## src/hdl/rsq_defs.svh

```systemverilog
// reset sequencer constants: timing counts, strap field positions, reset values
// assumes the clock runs at 200 MHz on REF_CLK_IN
`ifndef RSQ_DEFS_SVH
`define RSQ_DEFS_SVH
`define RSQ_CLK_PERIOD_PS 5000
`define RSQ_RST_OUT_DELAY_US 1500
`define RSQ_RST_OUT_CYCLES ((`RSQ_RST_OUT_DELAY_US * 1000000 + `RSQ_CLK_PERIOD_PS - 1) / `RSQ_CLK_PERIOD_PS)
`define RSQ_ASYNC_MIN_PULSE_CYCLES 2
`define RSQ_RATIO_LSB 0
`define RSQ_RATIO_W 3
`define RSQ_RATIO_RESET 3'h0
`define RSQ_STRAP_W 8
`define RSQ_STRAP_RESET 8'h00
`define RSQ_ASYNC_W 4
`define RSQ_CNT_W 20
`endif

```

## src/hdl/rsq_pkg.sv

```systemverilog
// reset sequencer types
// assumes rsq_defs.svh is on the include path
`default_nettype none
`include "rsq_defs.svh"
package rsq_pkg;
	typedef enum logic [1:0] {RSQ_HOLD, RSQ_COUNT, RSQ_RUN} rsq_state_t;
	typedef logic [`RSQ_RATIO_W-1:0] rsq_ratio_t;
endpackage : rsq_pkg
`default_nettype wire

```

## src/hdl/rsq_clk_div.sv

```systemverilog
// core clock enable generator dividing by the latched ratio, with ratio 0 dividing by 1 like ratio 1
// assumes ratio is held stable outside reset
`timescale 1ns/1ps
`default_nettype none
`include "rsq_defs.svh"
module rsq_clk_div
	import rsq_pkg::*;
(
	input wire logic clk_in,
	input wire logic rst_in,
	input wire logic ce_in,
	input wire rsq_ratio_t ratio_in,
	output logic tick_out
);
	rsq_ratio_t cnt_r;
	rsq_ratio_t cnt_nxt;
	wire logic wrap = (ratio_in == `RSQ_RATIO_RESET) || (cnt_r >= ratio_in - 3'h1);
	assign cnt_nxt = wrap ? 3'h0 : cnt_r + 3'h1;
	always_ff @(posedge clk_in) begin
		if (rst_in) begin
			cnt_r <= 3'h0;
			tick_out <= 1'b0;
		end else if (ce_in) begin
			cnt_r <= cnt_nxt;
			tick_out <= wrap;
		end
	end
endmodule : rsq_clk_div
`default_nettype wire

```

## src/hdl/rsq_top.sv

```systemverilog
// reset sequencing, strap latching, core clock ratio and async input qualification
// assumes one 200 MHz clock; async request pins enter through two-flop synchronisers
`timescale 1ns/1ps
`default_nettype none
`include "rsq_defs.svh"
module rsq_top
	import rsq_pkg::*;
#(
	parameter int RST_OUT_CYCLES = `RSQ_RST_OUT_CYCLES
)
(
	// clock, reset, enable
	input wire logic REF_CLK_IN,
	input wire logic SYS_RST_IN,
	input wire logic CLK_EN_IN,
	// board reset request and straps
	input wire logic RESET_REQ_IN,
	input wire logic [`RSQ_STRAP_W-1:0] STRAP_IN,
	input wire logic [`RSQ_RATIO_W-1:0] CLOCK_RATIO_STRAP_IN,
	// asynchronous request pins
	input wire logic [`RSQ_ASYNC_W-1:0] EXT_INTERRUPT_REQ_IN,
	input wire logic [`RSQ_ASYNC_W-1:0] EXT_DMA_REQ_IN,
	input wire logic [`RSQ_ASYNC_W-1:0] GENERAL_PURPOSE_PIN_IN,
	// timer expired pin
	input wire logic TIMER_ZERO_EXPIRED_IN,
	output logic TIMER_ZERO_EXPIRED_OUT,
	output logic TIMER_ZERO_EXPIRED_OE_N_OUT,
	input wire logic TIMER_EXPIRE_EVENT_IN,
	// reset done and latched configuration
	output logic RESET_DONE_N_OUT,
	output logic [`RSQ_STRAP_W-1:0] STRAP_OUT,
	output logic [`RSQ_RATIO_W-1:0] CLOCK_RATIO_OUT,
	output logic TIMER_STRAP_OUT,
	output logic CORE_INSTR_CLOCK_TICK_OUT,
	// qualified requests
	output logic [`RSQ_ASYNC_W-1:0] IRQ_LEVEL_OUT,
	output logic [`RSQ_ASYNC_W-1:0] DMA_LEVEL_OUT,
	output logic [`RSQ_ASYNC_W-1:0] GP_LEVEL_OUT
);
	localparam int NSYNC = 3 * `RSQ_ASYNC_W;
	rsq_state_t state_r;
	rsq_state_t state_nxt;
	logic [`RSQ_CNT_W-1:0] cnt_r;
	logic [NSYNC-1:0] meta_r;
	logic [NSYNC-1:0] sync_r;
	logic [NSYNC-1:0] stab_r;
	logic [NSYNC-1:0] level_r;
	wire logic [NSYNC-1:0] raw_in = {GENERAL_PURPOSE_PIN_IN, EXT_DMA_REQ_IN, EXT_INTERRUPT_REQ_IN};
	wire logic in_reset = SYS_RST_IN || RESET_REQ_IN;
	wire logic count_done = (cnt_r >= RST_OUT_CYCLES[`RSQ_CNT_W-1:0] - 20'h00001);

	// ****************************************
	// release decode
	// ****************************************
	function automatic logic released(input rsq_state_t st, input logic req);
		released = (st == RSQ_HOLD) && !req;
	endfunction : released

	wire logic release_edge = released(state_r, RESET_REQ_IN);
	wire logic core_tick;

	// ****************************************
	// reset sequence state
	// ****************************************
	always_comb begin
		state_nxt = state_r;
		case (state_r)
			RSQ_HOLD: if (released(state_r, RESET_REQ_IN)) state_nxt = RSQ_COUNT;
			RSQ_COUNT: if (count_done) state_nxt = RSQ_RUN;
			RSQ_RUN: state_nxt = RSQ_RUN;
			default: state_nxt = RSQ_HOLD;
		endcase
		if (RESET_REQ_IN) state_nxt = RSQ_HOLD;
	end

	always_ff @(posedge REF_CLK_IN) begin
		if (SYS_RST_IN) begin
			state_r <= RSQ_HOLD;
			cnt_r <= 20'h00000;
			RESET_DONE_N_OUT <= 1'b0;
		end else if (CLK_EN_IN) begin
			state_r <= state_nxt;
			cnt_r <= (state_nxt == RSQ_COUNT && state_r == RSQ_COUNT) ? cnt_r + 20'h00001 : 20'h00000;
			RESET_DONE_N_OUT <= (state_nxt == RSQ_RUN);
		end
	end

	// ****************************************
	// strap latch at release
	// ****************************************
	always_ff @(posedge REF_CLK_IN) begin
		if (SYS_RST_IN) begin
			STRAP_OUT <= `RSQ_STRAP_RESET;
			CLOCK_RATIO_OUT <= `RSQ_RATIO_RESET;
			TIMER_STRAP_OUT <= 1'b0;
		end else if (CLK_EN_IN && release_edge) begin
			STRAP_OUT <= STRAP_IN;
			CLOCK_RATIO_OUT <= CLOCK_RATIO_STRAP_IN;
			TIMER_STRAP_OUT <= TIMER_ZERO_EXPIRED_IN;
		end
	end

	// ****************************************
	// timer expired pin
	// ****************************************
	always_ff @(posedge REF_CLK_IN) begin
		if (SYS_RST_IN) begin
			TIMER_ZERO_EXPIRED_OUT <= 1'b0;
		end else if (CLK_EN_IN) begin
			TIMER_ZERO_EXPIRED_OUT <= in_reset ? 1'b0 : TIMER_EXPIRE_EVENT_IN;
		end
	end

	// pin released to its pull-down while in reset
	always_ff @(posedge REF_CLK_IN) begin
		if (SYS_RST_IN) begin
			TIMER_ZERO_EXPIRED_OE_N_OUT <= 1'b1;
		end else if (CLK_EN_IN) begin
			TIMER_ZERO_EXPIRED_OE_N_OUT <= in_reset;
		end
	end

	// ****************************************
	// core clock divider
	// ****************************************
	rsq_clk_div u_div (
		.clk_in(REF_CLK_IN),
		.rst_in(in_reset),
		.ce_in(CLK_EN_IN),
		.ratio_in(CLOCK_RATIO_OUT),
		.tick_out(core_tick)
	);

	always_ff @(posedge REF_CLK_IN) begin
		if (SYS_RST_IN) begin
			CORE_INSTR_CLOCK_TICK_OUT <= 1'b0;
		end else if (CLK_EN_IN) begin
			CORE_INSTR_CLOCK_TICK_OUT <= core_tick;
		end
	end

	// ****************************************
	// async input qualification
	// ****************************************
	genvar gi;
	generate
		for (gi = 0; gi < NSYNC; gi++) begin : g_sync
			always_ff @(posedge REF_CLK_IN) begin
				if (SYS_RST_IN) begin
					meta_r[gi] <= 1'b0;
					sync_r[gi] <= 1'b0;
					stab_r[gi] <= 1'b0;
					level_r[gi] <= 1'b0;
				end else if (CLK_EN_IN) begin
					meta_r[gi] <= raw_in[gi];
					sync_r[gi] <= meta_r[gi];
					stab_r[gi] <= sync_r[gi];
					if (sync_r[gi] == stab_r[gi]) begin
						level_r[gi] <= stab_r[gi];
					end
				end
			end
		end
	endgenerate

	// ****************************************
	// interrupt request levels
	// ****************************************
	always_ff @(posedge REF_CLK_IN) begin
		if (SYS_RST_IN) begin
			IRQ_LEVEL_OUT <= 4'h0;
		end else if (CLK_EN_IN) begin
			IRQ_LEVEL_OUT <= level_r[3:0];
		end
	end

	// ****************************************
	// dma request levels
	// ****************************************
	always_ff @(posedge REF_CLK_IN) begin
		if (SYS_RST_IN) begin
			DMA_LEVEL_OUT <= 4'h0;
		end else if (CLK_EN_IN) begin
			DMA_LEVEL_OUT <= level_r[7:4];
		end
	end

	// ****************************************
	// general purpose pin levels
	// ****************************************
	always_ff @(posedge REF_CLK_IN) begin
		if (SYS_RST_IN) begin
			GP_LEVEL_OUT <= 4'h0;
		end else if (CLK_EN_IN) begin
			GP_LEVEL_OUT <= level_r[11:8];
		end
	end
endmodule : rsq_top
`default_nettype wire

```

## config.mk

```make
export PLATFORM = sky130hd
export DESIGN_NAME = rsq_top
export DESIGN_NICKNAME = d
export VERILOG_FILES = /design/src/hdl/rsq_pkg.sv /design/src/hdl/rsq_clk_div.sv /design/src/hdl/rsq_top.sv
export VERILOG_INCLUDE_DIRS = /design/src /design/src/hdl
export SDC_FILE = /design/constraint.sdc
export NUM_CORES = 1
export LEC_CHECK = 0
export BUFFER_PORTS_ARGS = -buffer_cell sky130_fd_sc_hd__buf_2
export CAP_MARGIN = 20
export CELL_PAD_IN_SITES_DETAIL_PLACEMENT = 0
export CELL_PAD_IN_SITES_GLOBAL_PLACEMENT = 1
export CORE_MARGIN = 5
export CORE_UTILIZATION = 47
export DETAILED_ROUTE_END_ITERATION = 10
export PLACE_DENSITY_LB_ADDON = 0.15
export SLEW_MARGIN = 20
export SYNTH_ARGS = -nofsm -noshare
export SYNTH_HDL_FRONTEND = slang
export SYNTH_HIERARCHICAL = 1
export SYNTH_SLANG_ARGS = --single-unit
export TNS_END_PERCENT = 50
```

## constraint.sdc

```tcl
create_clock -name REF_CLK_IN -period 3.5 [get_ports REF_CLK_IN]
set_clock_uncertainty 0.15 [all_clocks]
set_input_delay 1.05 -clock REF_CLK_IN [delete_from_list [all_inputs] [get_ports REF_CLK_IN]]
set_output_delay 1.05 -clock REF_CLK_IN [all_outputs]
set_load 0.05 [all_outputs]
```

[Yosys cells after proc, flatten, opt, wreduce, memory -nomap -nowiden]
Cells that the tools add are included.
Storage, ports and cells
  memory bits (read-only): 0
  input bits: 29
  bits in writable memories: 0
  register bits: 102
  logic and storage cells: 110
  memories: 0
  latch bits: 0
  output and inout bits: 28
Cells by class
  $mul: 0
  order comparisons: 2
  add/sub/neg operators: 3
  reductions and logical operators: 20
  divide/modulo/power cells: 0
  equality and inequality tests: 16
  shift-type cells: 0
  muxes and demuxes: 7
  bitwise gates (word level): 0
Operator list (count)
  2-bit AND reduction: 12
  20-bit by 1-bit adder with 20-bit output, second input constant: 1
  20-bit by 19-bit greater-or-equal comparator with 1-bit output, second input constant: 1
  20-bit two-way mux: 1
  1-bit == test: 12
  2-bit two-way mux: 3
  2-bit case mux with 3 select lines: 1
  2-bit by 1-bit == test with 1-bit output, second input constant: 2
  2-bit == test, second input constant: 2
  3-bit by 1-bit adder with 3-bit output, second input constant: 1
  3-bit greater-or-equal comparator: 1
  1-bit logical AND: 3
  3-bit zero test: 1
  3-bit two-way mux: 1
  3-bit by 1-bit subtractor with 3-bit output, second input constant: 1
  2-bit zero test: 1
  1-bit logical OR: 2
  1-bit zero test: 1
  1-bit two-way mux: 1

[Depth between registers and ports, before layout]
  depth in word-level cells: 8
  gate-level depth with buffers: 8
  depth with buffers taken out: 7

[Modules after synthesis]
Netlist, hierarchy kept.
Modules (own cells, without submodules)
  rsq_top: cells each 417, seq. area each 1961.9 µm², instances 1, area an instance 3911.3 µm²
  rsq_clk_div: cells each 31, seq. area each 80.1 µm², instances 1, area an instance 294.0 µm²

[Worst setup path before layout]
No wires, ideal clock.
  path type: input port to flip-flop
  start point: in SYS_RST_IN
  end point: reg cnt_r[10] (netlist name)
  path buffers: 4
  slack: 824 ps
  stages on the path: 8
  library setup time: 66 ps
  required time: 3284 ps
  arrival time: 2460 ps
  cells stage by stage: clkbuf_2 > or2_1 > buf_6 > or3_1 > a211o_1 > buf_6 > buf_6 > a21oi_2
RTL lines
  from (decl): line rsq_top.sv:14  | input wire logic SYS_RST_IN,

==> results.yml <==
critical_path:
  path_class: "in -> reg"
  r2r-start: "cnt_r[15]"
  worst-endpoint-arrival_ps: 2770
  reg2reg_slack_ps: 1210
  crit_slowest_cell: "a211o_1"
  worstPathMaxFanout: 19
  ff2ff_path_depth: 4
  worstSetupEndpointType: "flop"
  r2r-end: "cnt_r[18]"
  startpoint_type: "input pin"
  required_ps: 3630
  cp_slowest_stage_delay_ps: 550
  worstPathCellList: "buf_2 > or2_1 > or3_1 > a211o_1 > a22oi_1"
routing:
  dr_total_vias: 3169
  drtIter0Drc: 94
  drt_wl_total_um: 7940
  wl_per_cell_um: 13.1
  antenna_left: 0
  viasPerCell: 5.23
  drc: 0
  dr.pass1.iters: 4
clocking:
  cts_tree: "done"
  cts-buffers-inserted: 9
  clk_path_buf_depth: 2
  post_cts_resized: 0
  cts_sinks: 102
  clock_latency_ps: 370
  postCtsSetupBuffers: 0
  clk_pin_slew_ps: 100
  cts_hold_buffers: 0
  htreeDepth: 3
  cts_root_buf: "clkbuf_8"
yosys:
  synth_commonest_cells: "dfxtp_1, nor2_1, mux2i_1, nand2_1, a21oi_1"
  syn_area_um2: 4210
  syn_nets: 484
  synth_top_area_share_pct: 48.6
  yosysUniqueCellTypes: 47
  syn_area_per_cell_um2: 9.39
  seq_area_frac_synth_pct: 48.6
  synthFlopType: "dfxtp_1"
  synth-seq-cells: 102
  synth_top_cell_by_area: "dfxtp_1"
  synth_edf_count: 0
  synth_area_leaders: "dfxtp_1, mux2i_1, nor2_1, nand2_1, a21oi_1"
  yosysWarningCount: 6
  yosysMostFrequentCell: "dfxtp_1"
  ys_async_sr_fraction_pct: 0
  netlist_instances: 448
pwr:
  ir_drop_mv: 0.212
  cellPowerDensity_nw_per_um2: 445
  power.leakage_nw: 2.00
timing:
  finalHoldWorstSlack_ps: 302
  rsz0062_at_grt: "no"
  min_period_ps: 2630
  clock.fmax_mhz: 380
  hold_violations: 0
  setup_viol: 0
  timing.slew.headroom_pct: 44.5
  fin_crit_sh_pct: 75.3
  tns_ps: 0
  tightest_slew_ps: 832
  slew_viol_final: 0
die:
  die_area_um2: 10900
  die_x_um: 105
  die_h_um: 105
  rows: 34
  coreArea_um2: 8720
  start_util_pct: 48.2
  ios: 57
worst_hold_path:
  hold_path_depth: 2
  hold_class: "reg -> reg"
  min_to: "level_r[4]"
  worstHoldStart: "stab_r[4]"
placement:
  gp_congestion: 0.777
  io_buffers: 56
  dpl.hpwl_um: 5240
layout:
  antenna_cells: 0
  register_area_um2: 2040
  area_delta_synth_final_pct: 12.5
  nets: 529
  final_layout_size_suffix_gt1_share_pct: 18.7
  fillers: 812
  multi_input_area_um2: 2000
global_route:
  antenna_found_initial: 0
  grt_pass1_wl_um: 13800
  grt_overflow: 0
  grt_pass1_vias: 2967
  track_usage_pct: 14.9
  grt_max_degree: 79
status:
  outcome: "finished, final reports clean"
flow_run:
  drv_cap: 0
## layer usage
metal | global-route usage (%) | part of all wire, % | routed length, um | vias up
met5 | 0 | 0 | 0 | -
li1 | - | - | - | 1648
met4 | 5.48 | 1.6 | 127 | 0
met1 | 19.4 | 49 | 3900 | 1456
met2 | 23.8 | 45 | 3540 | 54
met3 | 4.01 | 4.7 | 372 | 11
## final cells by class
class,count,share of cell area (%)
Tap cell,108,2.86
Multi-Input combinational cell,311,42.4
Sequential cell,102,43.2
Inverter,8,0.635
Clock inverter,6,1.32
Timing Repair Buffer,61,6.77
Clock buffer,10,2.91
## cells in the final DEF (no fill, tap or decap), types with 2 or more instances in the layout
master / instances
a21oi_2: 10
nand4_2: 2
clkbuf_8: 10
dfxtp_1: 102
ha_1: 7
nor3_1: 6
nand2b_1: 4
buf_2: 55
or3_1: 7
nor4_1: 4
nand4_1: 4
buf_4: 6
o2111ai_1: 2
or4_1: 3
a21oi_1: 32
nand2_1: 43
xor2_1: 3
nor2b_1: 2
a22oi_1: 6
inv_6: 3
nand3_1: 4
nor2_1: 59
inv_1: 8
mux2i_1: 49
a21o_1: 12
xnor2_1: 11
o31ai_1: 2
o21ai_0: 20
## power breakdown
part | switching [mW] | internal (mW)
Combinational | 0.112 | 0.0623
Clock | 0.429 | 0.298
Sequential | 0.0166 | 1.19
Total | 0.558 | 1.55
## metrics by stage
step	setup WS, ps	std cells	total power [mW]	instance area (um2)	utilization, %
after global placement	550	590	1.40	4530	52.0
after detailed placement	499	590	1.41	4530	52.0
after floorplan	824	448	1.36	4210	-
after CTS	884	606	2.14	4730	54.3
after global routing	690	606	2.21	4730	54.3
final	866	606	2.10	4730	54.3
## worst max-delay path by stage
stage,from,to,slack (ps),depth (start not counted)
2_1_floorplan,SYS_RST_IN,cnt_r[10],820,8
3_5_place_dp,RESET_REQ_IN,cnt_r[18],500,5
5_1_grt,RESET_REQ_IN,cnt_r[18],690,5
4_1_cts,RESET_REQ_IN,cnt_r[18],880,5
6_report,RESET_REQ_IN,cnt_r[18],870,5
3_3_place_gp,RESET_REQ_IN,cnt_r[15],550,5
## cells by family after synthesis
family | share of synthesized area, %
XOR/XNOR | 2.92
AO/OA/AOI/OAI | 14.8
AND/OR/NAND/NOR | 16.1
adder cells (fa/ha/maj) | 2.08
flip-flops | 48.6
multiplexers | 11.7
buffers and inverters | 3.93
## worst max-delay path: cells and delay by family
kind	cells	cell delay (ps)
buffers and inverters	1	130
AO/OA/AOI/OAI	2	860
AND/OR/NAND/NOR	2	720
## registers in the layout, summed over array words and instances (netlist names)
register,count
CLOCK_RATIO_OUT,3
TIMER_ZERO_EXPIRED_OE_N_OUT,1
GP_LEVEL_OUT,4
IRQ_LEVEL_OUT,4
TIMER_STRAP_OUT,1
level_r,12
u_div/cnt_r,3
stab_r,12
DMA_LEVEL_OUT,4
sync_r,12
u_div/tick_out,1
meta_r,12
RESET_DONE_N_OUT,1
state_r,2
CORE_INSTR_CLOCK_TICK_OUT,1
TIMER_ZERO_EXPIRED_OUT,1
cnt_r,20
STRAP_OUT,8
Note: power is estimated with default switching activity, not from simulation.
